File: src/pkg/uas_pkg.sv
/*
 * uas_pkg: constants, modes and carrier types for the async serial block
 * with infrared pulse shaper.
 * assumes: single core clock, registers reached on a simple 8-bit
 * special-function-register port.
 */
package uas_pkg;
    // register map
    localparam logic [7:0] IR_SHAPER_CONTROL_ADDR = 8'hCE;
    localparam logic [7:0] IR_SHAPER_CONTROL_RST = 8'h0F;
    localparam int IRC_ENABLE_BIT = 6;
    localparam int IRC_PULSE_BIT = 5;
    localparam int IRC_DIV_MSB = 4;
    // own register offsets for the serial channel
    localparam logic [7:0] SERIAL_BUFFER_ADDR = 8'h99;
    localparam logic [7:0] SERIAL_CONTROL_ADDR = 8'h98;
    // serial control layout
    localparam int SC_MODE_LSB = 6;
    localparam int SC_MPF_BIT = 5;
    localparam int SC_TX9_BIT = 3;
    localparam int SC_RX9_BIT = 2;
    localparam int SC_TXDONE_BIT = 1;
    localparam int SC_RXDONE_BIT = 0;
    localparam logic [7:0] SERIAL_CONTROL_RST = 8'h40;
    // oversampling
    localparam int OVERSAMPLE = 16;
    localparam logic [3:0] SAMPLE_A = 4'h7;
    localparam logic [3:0] SAMPLE_B = 4'h8;
    localparam logic [3:0] SAMPLE_C = 4'h9;
    localparam logic [3:0] IR_PROP_TICKS = 4'h3;
    localparam int IR_FIXED_REF_PERIODS = 3;
    localparam logic [8:0] RX_SHIFT_PRESET = 9'h1FF;
    // fixed-rate dividers (core clocks per sixteenth-bit tick)
    localparam int FIXED_DIV32 = 2;
    localparam int FIXED_DIV64 = 4;

    typedef enum logic [1:0] {
        UAS_MODE_SHIFT,
        UAS_MODE_TEN,
        UAS_MODE_ELEVEN_FIXED,
        UAS_MODE_ELEVEN_VAR
    } uas_mode_e;

    // register port request
    typedef struct packed {
        logic wr;
        logic rd;
        logic [7:0] addr;
        logic [7:0] wdata;
    } uas_reg_req_s;
endpackage

File: src/hdl/uas_ir_shaper.sv
/*
 * uas_ir_shaper: infrared pulse shaper between channel and pins.
 * assumes: tick_i is the 16x oversampling enable, ref_tick_i the
 * infrared reference clock enable, both one-cycle pulses.
 */
`timescale 1ns/1ns
module uas_ir_shaper
    import uas_pkg::*;
(
    input wire logic clk_sys_i,
    input wire logic rst_i,
    input wire logic tick_i,
    input wire logic ref_tick_i,
    input wire logic prop_i,
    input wire logic tx_serial_i,
    input wire logic ir_rx_i,
    output logic ir_tx_o,
    output logic rx_serial_o
);
    logic tx_prev_q; // last serial level
    logic [3:0] tx_cnt_q; // pulse length left
    logic [3:0] tx_ph_q; // ticks into the current bit
    logic tx_start; // a zero bit begins
    logic rx_prev_q; // last ir level
    logic [4:0] rx_cnt_q; // stretch ticks left

    // a zero bit begins on a falling edge or sixteen ticks into a low run
    assign tx_start = !tx_serial_i && (tx_prev_q || (tick_i && tx_ph_q == 4'hF));

    // bit phase, realigned on each falling serial edge
    always_ff @(posedge clk_sys_i)
    begin
        if (rst_i)
            tx_ph_q <= 4'h0;
        else if (tx_prev_q && !tx_serial_i)
            tx_ph_q <= 4'h0;
        else if (tick_i)
            tx_ph_q <= tx_ph_q + 4'h1;
    end

    // start a high pulse at each zero bit start
    always_ff @(posedge clk_sys_i)
    begin
        if (rst_i)
        begin
            tx_prev_q <= 1'b1;
            tx_cnt_q <= 4'h0;
            ir_tx_o <= 1'b0;
        end
        else
        begin
            tx_prev_q <= tx_serial_i;
            if (tx_start)
            begin
                // every zero bit begins a pulse, also back to back
                tx_cnt_q <= prop_i ? IR_PROP_TICKS : 4'(IR_FIXED_REF_PERIODS);
                ir_tx_o <= 1'b1;
            end
            else if (tx_cnt_q != 4'h0 && (prop_i ? tick_i : ref_tick_i))
            begin
                // count down in ticks or reference periods
                tx_cnt_q <= tx_cnt_q - 4'h1;
                ir_tx_o <= (tx_cnt_q != 4'h1);
            end
            else if (tx_cnt_q == 4'h0)
            begin
                ir_tx_o <= 1'b0;
            end
        end
    end

    // stretch each received pulse to a full low bit time
    always_ff @(posedge clk_sys_i)
    begin
        if (rst_i)
        begin
            rx_prev_q <= 1'b0;
            rx_cnt_q <= 5'h00;
            rx_serial_o <= 1'b1;
        end
        else
        begin
            rx_prev_q <= ir_rx_i;
            if (!rx_prev_q && ir_rx_i)
            begin
                rx_cnt_q <= 5'(OVERSAMPLE);
                rx_serial_o <= 1'b0;
            end
            else if (rx_cnt_q != 5'h00 && tick_i)
            begin
                rx_cnt_q <= rx_cnt_q - 5'h01;
                rx_serial_o <= (rx_cnt_q == 5'h01);
            end
        end
    end
endmodule

File: src/hdl/uas_uart.sv
/*
 * uas_uart: async serial channel, 10-bit and 11-bit frame modes, with
 * infrared shaper control register.
 * assumes: register port is a single-cycle strobe interface; timer
 * rollovers arrive as one-cycle pulses on timer_roll_i.
 */
// Overview of operation
// ten-bit mode: buffer write loads marker one
// start after next divide-by-16 rollover
// start bit, then data, then shifting
// marker reached: final shift, done flag
// eleven-bit: ninth stage gets programmable bit
// ninth bit out: final shift, done flag
// 16x sampling; falling edge resets counter
// majority of samples seven, eight, nine
// nonzero start bit rejected, hunt again
// start at left end: shift, load
// ten-bit load needs flag clear, filter
// eleven-bit load needs flag clear, ninth
// hunt resumes one bit after shift; ten-bit mode hunts right after the final shift
// fixed mode /32 or /64; variable timer
// shaper use: ten-bit mode, equal rates
// shaper off after reset; bypass
// shaper sits between channel and pins
// zero bit becomes high pulse
// width select: fixed or 3/16
// control register layout, reset 0Fh
// supports 1.2 to 115.2 kbps
// divider must be 4 or more
// fixed pulse three reference periods
// proportional three ticks; stretch one bit
`timescale 1ns/1ns
module uas_uart
    import uas_pkg::*;
#(
    parameter int TIMER_TICKS = 1 // timer rollovers per sixteenth-bit
)
(
    input wire logic clk_sys_i,
    input wire logic rst_i,
    input wire uas_reg_req_s reg_req_i,
    input wire logic timer_roll_i,
    input wire logic channel_two_in_pin_i,
    output logic channel_two_out_pin_o,
    output logic [7:0] reg_rdata_o
);
    initial
    begin
        if (TIMER_TICKS < 1 || TIMER_TICKS > 255)
            $error("TIMER_TICKS out of range");
    end

    logic [7:0] irc_q; // shaper control
    logic [7:0] scon_q; // serial control and flags
    logic [7:0] rx_buf_q; // received byte
    uas_mode_e mode;
    logic wr_buf, wr_scon, wr_irc;
    logic [7:0] pre_q; // core clocks or timer rollovers per tick
    logic tick_q; // sixteenth-bit enable
    logic [4:0] ref_cnt_q; // reference clock divider
    logic ref_tick_q; // reference clock enable
    logic [3:0] tx_div_q; // transmit divide-by-16
    logic tx_roll;
    logic [8:0] tx_sh_q; // transmit shift register
    logic tx_req_q; // pending transmission
    logic tx_go_q; // rollover seen, start next
    logic tx_send_q; // transmit active
    logic tx_data_q; // data routed to pin
    logic tx_first_q; // first shift inserts stop in 11-bit
    logic tx_line; // serial level from channel
    logic [3:0] rx_div_q; // receive divide-by-16
    logic [8:0] rx_sh_q; // receive shift register
    logic [2:0] rx_smp_q; // three samples
    logic rx_busy_q; // frame in progress
    logic rx_wait_q; // post-frame bit time
    logic rx_prev_q; // previous sampled level
    logic rx_line; // level seen by receiver
    logic shaped_tx, shaped_rx;
    logic vote;
    logic ten_mode;

    assign mode = uas_mode_e'(scon_q[SC_MODE_LSB +: 2]);
    assign ten_mode = (mode == UAS_MODE_TEN);
    assign wr_buf = reg_req_i.wr && reg_req_i.addr == SERIAL_BUFFER_ADDR;
    assign wr_scon = reg_req_i.wr && reg_req_i.addr == SERIAL_CONTROL_ADDR;
    assign wr_irc = reg_req_i.wr && reg_req_i.addr == IR_SHAPER_CONTROL_ADDR;

    // tick rate: fixed oscillator division or timer rollovers
    always_ff @(posedge clk_sys_i)
    begin
        if (rst_i)
        begin
            pre_q <= 8'h00;
            tick_q <= 1'b0;
        end
        else
        begin
            tick_q <= 1'b0;
            if (mode == UAS_MODE_ELEVEN_FIXED)
            begin
                // /32 or /64 chosen by multiproc-free bit 4 of control
                if (pre_q >= (scon_q[4] ? 8'(FIXED_DIV64 - 1) : 8'(FIXED_DIV32 - 1)))
                begin
                    pre_q <= 8'h00;
                    tick_q <= 1'b1;
                end
                else
                    pre_q <= pre_q + 8'h01;
            end
            else if (timer_roll_i)
            begin
                if (pre_q >= 8'(TIMER_TICKS - 1))
                begin
                    pre_q <= 8'h00;
                    tick_q <= 1'b1;
                end
                else
                    pre_q <= pre_q + 8'h01;
            end
        end
    end

    // infrared reference clock from the five-bit divider
    always_ff @(posedge clk_sys_i)
    begin
        if (rst_i)
        begin
            ref_cnt_q <= 5'h00;
            ref_tick_q <= 1'b0;
        end
        else if (ref_cnt_q >= irc_q[IRC_DIV_MSB:0])
        begin
            ref_cnt_q <= 5'h00;
            ref_tick_q <= 1'b1;
        end
        else
        begin
            ref_cnt_q <= ref_cnt_q + 5'h01;
            ref_tick_q <= 1'b0;
        end
    end

    // shaper control register, bit 7 reserved
    always_ff @(posedge clk_sys_i)
    begin
        if (rst_i)
            irc_q <= IR_SHAPER_CONTROL_RST;
        else if (wr_irc)
            irc_q <= {1'b0, reg_req_i.wdata[6:0]};
    end

    // transmit divide-by-16, free running
    always_ff @(posedge clk_sys_i)
    begin
        if (rst_i)
            tx_div_q <= 4'h0;
        else if (tick_q)
            tx_div_q <= tx_div_q + 4'h1;
    end
    assign tx_roll = tick_q && tx_div_q == 4'hF;

    // transmit controller
    always_ff @(posedge clk_sys_i)
    begin
        if (rst_i)
        begin
            tx_sh_q <= 9'h000;
            tx_req_q <= 1'b0;
            tx_go_q <= 1'b0;
            tx_send_q <= 1'b0;
            tx_data_q <= 1'b0;
            tx_first_q <= 1'b0;
        end
        else if (wr_buf)
        begin
            // marker one or programmable ninth bit
            tx_sh_q <= {ten_mode ? 1'b1 : scon_q[SC_TX9_BIT], reg_req_i.wdata};
            tx_req_q <= 1'b1;
            tx_go_q <= 1'b0;
            tx_send_q <= 1'b0;
            tx_data_q <= 1'b0;
            tx_first_q <= 1'b1;
        end
        else if (tx_req_q && tx_roll)
            tx_go_q <= 1'b1; // wait for machine cycle after rollover
        else if (tx_go_q)
        begin
            // start bit goes out
            tx_go_q <= 1'b0;
            tx_req_q <= 1'b0;
            tx_send_q <= 1'b1;
        end
        else if (tx_send_q && tx_roll)
        begin
            if (!tx_data_q)
                tx_data_q <= 1'b1; // data routed one bit later
            else if (ten_mode && tx_sh_q[8:1] == 8'h01)
            begin
                // final shift after marker beside output
                tx_sh_q <= {1'b0, tx_sh_q[8:1]};
                tx_send_q <= 1'b0;
                tx_data_q <= 1'b0;
            end
            else if (!ten_mode && !tx_first_q && tx_sh_q[8:1] == 8'h01)
            begin
                // ninth bit out with stop beside it
                tx_sh_q <= {1'b0, tx_sh_q[8:1]};
                tx_send_q <= 1'b0;
                tx_data_q <= 1'b0;
            end
            else
            begin
                // zeros in from left, first shift inserts stop in 11-bit
                tx_sh_q <= {!ten_mode && tx_first_q, tx_sh_q[8:1]};
                tx_first_q <= 1'b0;
            end
        end
    end

    // serial line level from the channel
    assign tx_line = !tx_send_q ? 1'b1 : (tx_data_q ? tx_sh_q[0] : 1'b0);

    // pin bypass or shaper path
    uas_ir_shaper u_shaper (
        .clk_sys_i(clk_sys_i),
        .rst_i(rst_i),
        .tick_i(tick_q),
        .ref_tick_i(ref_tick_q),
        .prop_i(irc_q[IRC_PULSE_BIT]),
        .tx_serial_i(tx_line),
        .ir_rx_i(channel_two_in_pin_i),
        .ir_tx_o(shaped_tx),
        .rx_serial_o(shaped_rx)
    );
    assign rx_line = irc_q[IRC_ENABLE_BIT] ? shaped_rx : channel_two_in_pin_i;

    // pin output register
    always_ff @(posedge clk_sys_i)
    begin
        if (rst_i)
            channel_two_out_pin_o <= 1'b1;
        else
            channel_two_out_pin_o <= irc_q[IRC_ENABLE_BIT] ? shaped_tx : tx_line;
    end

    // two of three vote
    assign vote = (rx_smp_q[0] & rx_smp_q[1]) | (rx_smp_q[0] & rx_smp_q[2])
                | (rx_smp_q[1] & rx_smp_q[2]);

    // receive controller
    always_ff @(posedge clk_sys_i)
    begin
        if (rst_i)
        begin
            rx_div_q <= 4'h0;
            rx_sh_q <= RX_SHIFT_PRESET;
            rx_smp_q <= 3'b111;
            rx_busy_q <= 1'b0;
            rx_wait_q <= 1'b0;
            rx_prev_q <= 1'b1;
        end
        else if (tick_q)
        begin
            rx_prev_q <= rx_line; // 16x sampling
            if (!rx_busy_q && !rx_wait_q)
            begin
                if (rx_prev_q && !rx_line)
                begin
                    // falling edge: reset counter and preset
                    rx_div_q <= 4'h0;
                    rx_sh_q <= RX_SHIFT_PRESET;
                    rx_busy_q <= 1'b1;
                end
            end
            else
            begin
                rx_div_q <= rx_div_q + 4'h1;
                if (rx_div_q == SAMPLE_A) rx_smp_q[0] <= rx_line;
                if (rx_div_q == SAMPLE_B) rx_smp_q[1] <= rx_line;
                if (rx_div_q == SAMPLE_C) rx_smp_q[2] <= rx_line;
                if (rx_div_q == 4'hF)
                begin
                    if (rx_wait_q)
                        rx_wait_q <= 1'b0; // back to hunting
                    else if (rx_sh_q == RX_SHIFT_PRESET && vote)
                        rx_busy_q <= 1'b0; // false start
                    else if (!rx_sh_q[8])
                    begin
                        // final shift, then hunt
                        rx_sh_q <= {rx_sh_q[7:0], vote};
                        rx_busy_q <= 1'b0;
                        rx_wait_q <= !ten_mode;
                    end
                    else
                        rx_sh_q <= {rx_sh_q[7:0], vote}; // in from right
                end
            end
        end
    end

    // serial control, flags and received byte
    always_ff @(posedge clk_sys_i)
    begin
        if (rst_i)
        begin
            scon_q <= SERIAL_CONTROL_RST;
            rx_buf_q <= 8'h00;
        end
        else
        begin
            if (wr_scon)
                scon_q <= reg_req_i.wdata;
            // done flag set wins over software clear
            if (tx_send_q && tx_data_q && tx_roll && tx_sh_q[8:1] == 8'h01
                && (ten_mode || !tx_first_q))
                scon_q[SC_TXDONE_BIT] <= 1'b1;
            if (tick_q && rx_busy_q && !rx_wait_q && rx_div_q == 4'hF
                && !rx_sh_q[8] && !scon_q[SC_RXDONE_BIT]
                && (!scon_q[SC_MPF_BIT] || vote))
            begin
                // stop or ninth bit to SC_RX9_BIT
                // first data bit sits in stage 7, so the byte is mirrored
                rx_buf_q <= {rx_sh_q[0], rx_sh_q[1], rx_sh_q[2], rx_sh_q[3],
                             rx_sh_q[4], rx_sh_q[5], rx_sh_q[6], rx_sh_q[7]};
                scon_q[SC_RX9_BIT] <= vote;
                scon_q[SC_RXDONE_BIT] <= 1'b1;
            end
        end
    end

    // read data register
    always_ff @(posedge clk_sys_i)
    begin
        if (rst_i)
            reg_rdata_o <= 8'h00;
        else if (reg_req_i.rd)
        begin
            unique case (reg_req_i.addr)
                SERIAL_BUFFER_ADDR: reg_rdata_o <= rx_buf_q;
                SERIAL_CONTROL_ADDR: reg_rdata_o <= scon_q;
                IR_SHAPER_CONTROL_ADDR: reg_rdata_o <= irc_q;
                default: reg_rdata_o <= 8'h00;
            endcase
        end
    end
endmodule

File: config.mk
export PLATFORM = sky130hd
export DESIGN_NAME = uas_uart
export DESIGN_NICKNAME = d
export VERILOG_FILES = /design/src/pkg/uas_pkg.sv /design/src/hdl/uas_ir_shaper.sv /design/src/hdl/uas_uart.sv
export SDC_FILE = /design/constraint.sdc
export NUM_CORES = 1
export LEC_CHECK = 0
export ABC_AREA = 1
export BUFFER_PORTS_ARGS = -buffer_cell sky130_fd_sc_hd__clkbuf_2
export CAP_MARGIN = 20
export CORE_ASPECT_RATIO = 0.6
export CORE_MARGIN = 1.5
export CORE_UTILIZATION = 36
export CTS_CLUSTER_SIZE = 8
export DETAILED_ROUTE_END_ITERATION = 7
export GPL_ROUTABILITY_DRIVEN = 0
export GPL_TIMING_DRIVEN = 0
export PLACE_DENSITY = 0.57
export SLEW_MARGIN = 0
export SYNTH_ARGS = -nofsm -noshare
export SYNTH_HDL_FRONTEND = slang
export SYNTH_HIERARCHICAL = 1
export SYNTH_SLANG_ARGS = --single-unit
File: constraint.sdc
create_clock -name clk_sys_i -period 3.1 [get_ports clk_sys_i]
set_input_delay 0.31 -clock clk_sys_i [delete_from_list [all_inputs] [get_ports clk_sys_i]]
set_output_delay 0.31 -clock clk_sys_i [all_outputs]
set_load 0.02 [all_outputs]
==> impl_metrics.toml <==
[power_and_ir_drop]
p_total_mw = 2.63
p_leak_nw = 2.57
power_density_nw_per_um2 = 466
worst_ir_drop_vdd_mv = 0.225

[floorplan]
initial_utilization = 0.367
core_um2 = 13600
die_x_um = 155
die-area_um2 = 14600
io_pins = 31
rows = 33
die_h_um = 94.3

[cells_and_area]
syn2layout_area_growth_pct = 13.0
final_cell_count_no_fill = 931
layout-drive-gt1-share = 0.118
diodes = 0
fin_nets = 790
final_core_util = 0.415

[timing]
tns_ns = 0
final-max-slew-violation-count = 0
slew_headroom = 0.538
worst_clock_skew_ns = 0.00768
worst_pin_slew_ns = 0.693
fin_crit_ns = 1.79
grt_setup_unrepaired = "no"
fmax_mhz = 558
finalHoldViolCount = 0
fin_ws_ns = 1.31
fin_crit_sh = 0.578
final-setup-viol-count = 0

[logic_synthesis]
synth_cell_types = 38
syn_area_um2 = 5000
synth.most_common_cell = "nand2_1"
yosysTopAreaCellShare = 0.404
ys.flop_type = "dfxtp_1"
synthTopCellsByCount = "nand2_1, dfxtp_1, nand3_1"
ys.warnings.count = 6
yosysSeqAreaShare = 0.404
avgSynthCellArea_um2 = 7.04
ys_seq_elements = 101
synthTopCellsByArea = "dfxtp_1, nand2_1, nand3_1"
synth_edf_count = 0
syn-num-nets = 750
synth_top_cell_by_area = "dfxtp_1"
postSynthCellCount = 711
async_reset_ff_frac = 0

[min_path]
hp-class = "primary input to flop"

[place]
hpwlAfterDp_mm = 9.35
portBuffers = 29
place_ws_ns = 1.20
placed_cells = 915

[setup_path]
cp.arrival_ns = 2.01
endpoint_kind = "flop"
start_kind = "flop"
path_class = "flop to flop"
required_ns = 3.32
worst-path-max-fanout = 10

[cts]
cts-root-buf = "clkbuf_16"
cts_tree = "done"
clk_latency_ns = 0.34
h-tree-depth = 3
clk_pin_slew_ns = 0.07
hold_buffers = 0
cts.sinks = 101
cts_buffers = 9
clk_path_buf_depth = 2
post_cts_buffers = 0
post_cts_resized = 0

[route]
drt_iter0_drc = 355
ant_nets = 0
via_count = 4613
drt_first_pass_iters = 5
drc = 0
wirelength_mm = 12.5
wl_per_cell_um = 13.4
vias_per_cell = 4.95

[outcome]
status = "finished, final reports clean"

[global_route]
grt_pass1_wl_mm = 20.6
grt_max_degree = 18
overflow = 0
grt_pass1_vias = 4172
track_usage = 0.177
antenna_found_initial = 0

[job]
maxCapViolations = 0
==> metal layers <==
layer / GRT usage / vias up / part of all wire
met1: 0.271 / 2093 / 0.55
met2: 0.251 / 116 / 0.39
met5: 0 / - / 0
met3: 0.0369 / 11 / 0.050
li1: - / 2393 / -
met4: 0.0381 / 0 / 0.0095
==> sequential cells by signal (all words and copies together) (netlist names), 3 cells and up <==
name / flops
pre_q: 8
ref_cnt_q: 5
scon_q: 8
rx_buf_q: 8
irc_q: 7
u_shaper/tx_ph_q: 4
rx_sh_q: 9
rx_smp_q: 3
rx_div_q: 4
tx_div_q: 4
tx_sh_q: 9
u_shaper/tx_cnt_q: 4
u_shaper/rx_cnt_q: 5
reg_rdata_o: 8
==> critical path, stage by stage, from the launching register on <==
cell	delay (ns)
dfxtp_1	0.44
buf_6	0.19
nand3_4	0.08
nor2_4	0.12
nand2_1	0.11
nor2_2	0.17
nand2_2	0.17
nand2_2	0.20
nand2_1	0.08
nand2_1	0.07
nor2_1	0.04
==> stage by stage <==
step                      hold WS, ns  instance area (um2)
after floorplan                 0.379                 5000
after global placement          0.430                 5370
after detailed placement        0.434                 5370
after CTS                       0.205                 5650
after global routing            0.212                 5650
final                           0.208                 5650
==> path summary, 6_finish.rpt <==
kind / end / from / slack [ns] / depth (start not counted)
worst max-delay path: tx_sh_q[3] / tick_q / 1.31 / 10
worst min register to register: pre_q[5] / pre_q[5] / 0.44 / 2
worst min-delay path: u_shaper/rx_prev_q / channel_two_in_pin_i / 0.21 / 3
worst max register to register: tx_sh_q[3] / tick_q / 1.31 / 10
==> where the power goes <==
part / switching, mW / total, mW / internal [mW]
Sequential: 0.0219 / 1.34 / 1.32
Combinational: 0.134 / 0.200 / 0.0660
Clock: 0.518 / 1.09 / 0.573
==> layout make-up <==
cell class              count  area [um2]
well taps                 175         219
clock buffers              10         239
clock inverters             6        46.3
repair buffers             29         145
plain buffers              19         105
multi-input cells         505        2550
fillers                  1406        7970
inverters                  86         327
flip-flops and latches    101        2020
==> cells by family (layout without fill, tap and decap cells) <==
group	count (synthesis)	after routing	synth area share
AOI/OAI and AO/OA	92	92	0.0940
adders and majority gates	17	17	0.0425
xor gates and xnor gates	7	7	0.0123
DFF	101	101	0.404
buffers and inverters	105	150	0.0863
and+or+nand+nor	389	389	0.361
==> placed cells by master, fill, tap and decap left out, types with 2 or more instances in the layout <==
master and instances:
a21oi_1 60, nor3b_1 2, buf_6 3, clkinvlp_4 2, inv_1 83, nand3_2 6
clkbuf_16 9, nor2_4 4, buf_2 6, nor2_2 4, xor2_1 6, ha_1 17
inv_6 2, nor3_2 2, nand2_2 8, nand3b_1 4, dfxtp_1 101, nand2_4 2
clkbuf_1 7, clkinv_2 2, nand2_1 183, nand3_1 91, clkbuf_2 29, nor2_1 57
o21ai_0 27, nor3_1 2, buf_1 2, nand4_1 17, or2_2 3
No activity file was read; power rests on OpenSTA's default activity.
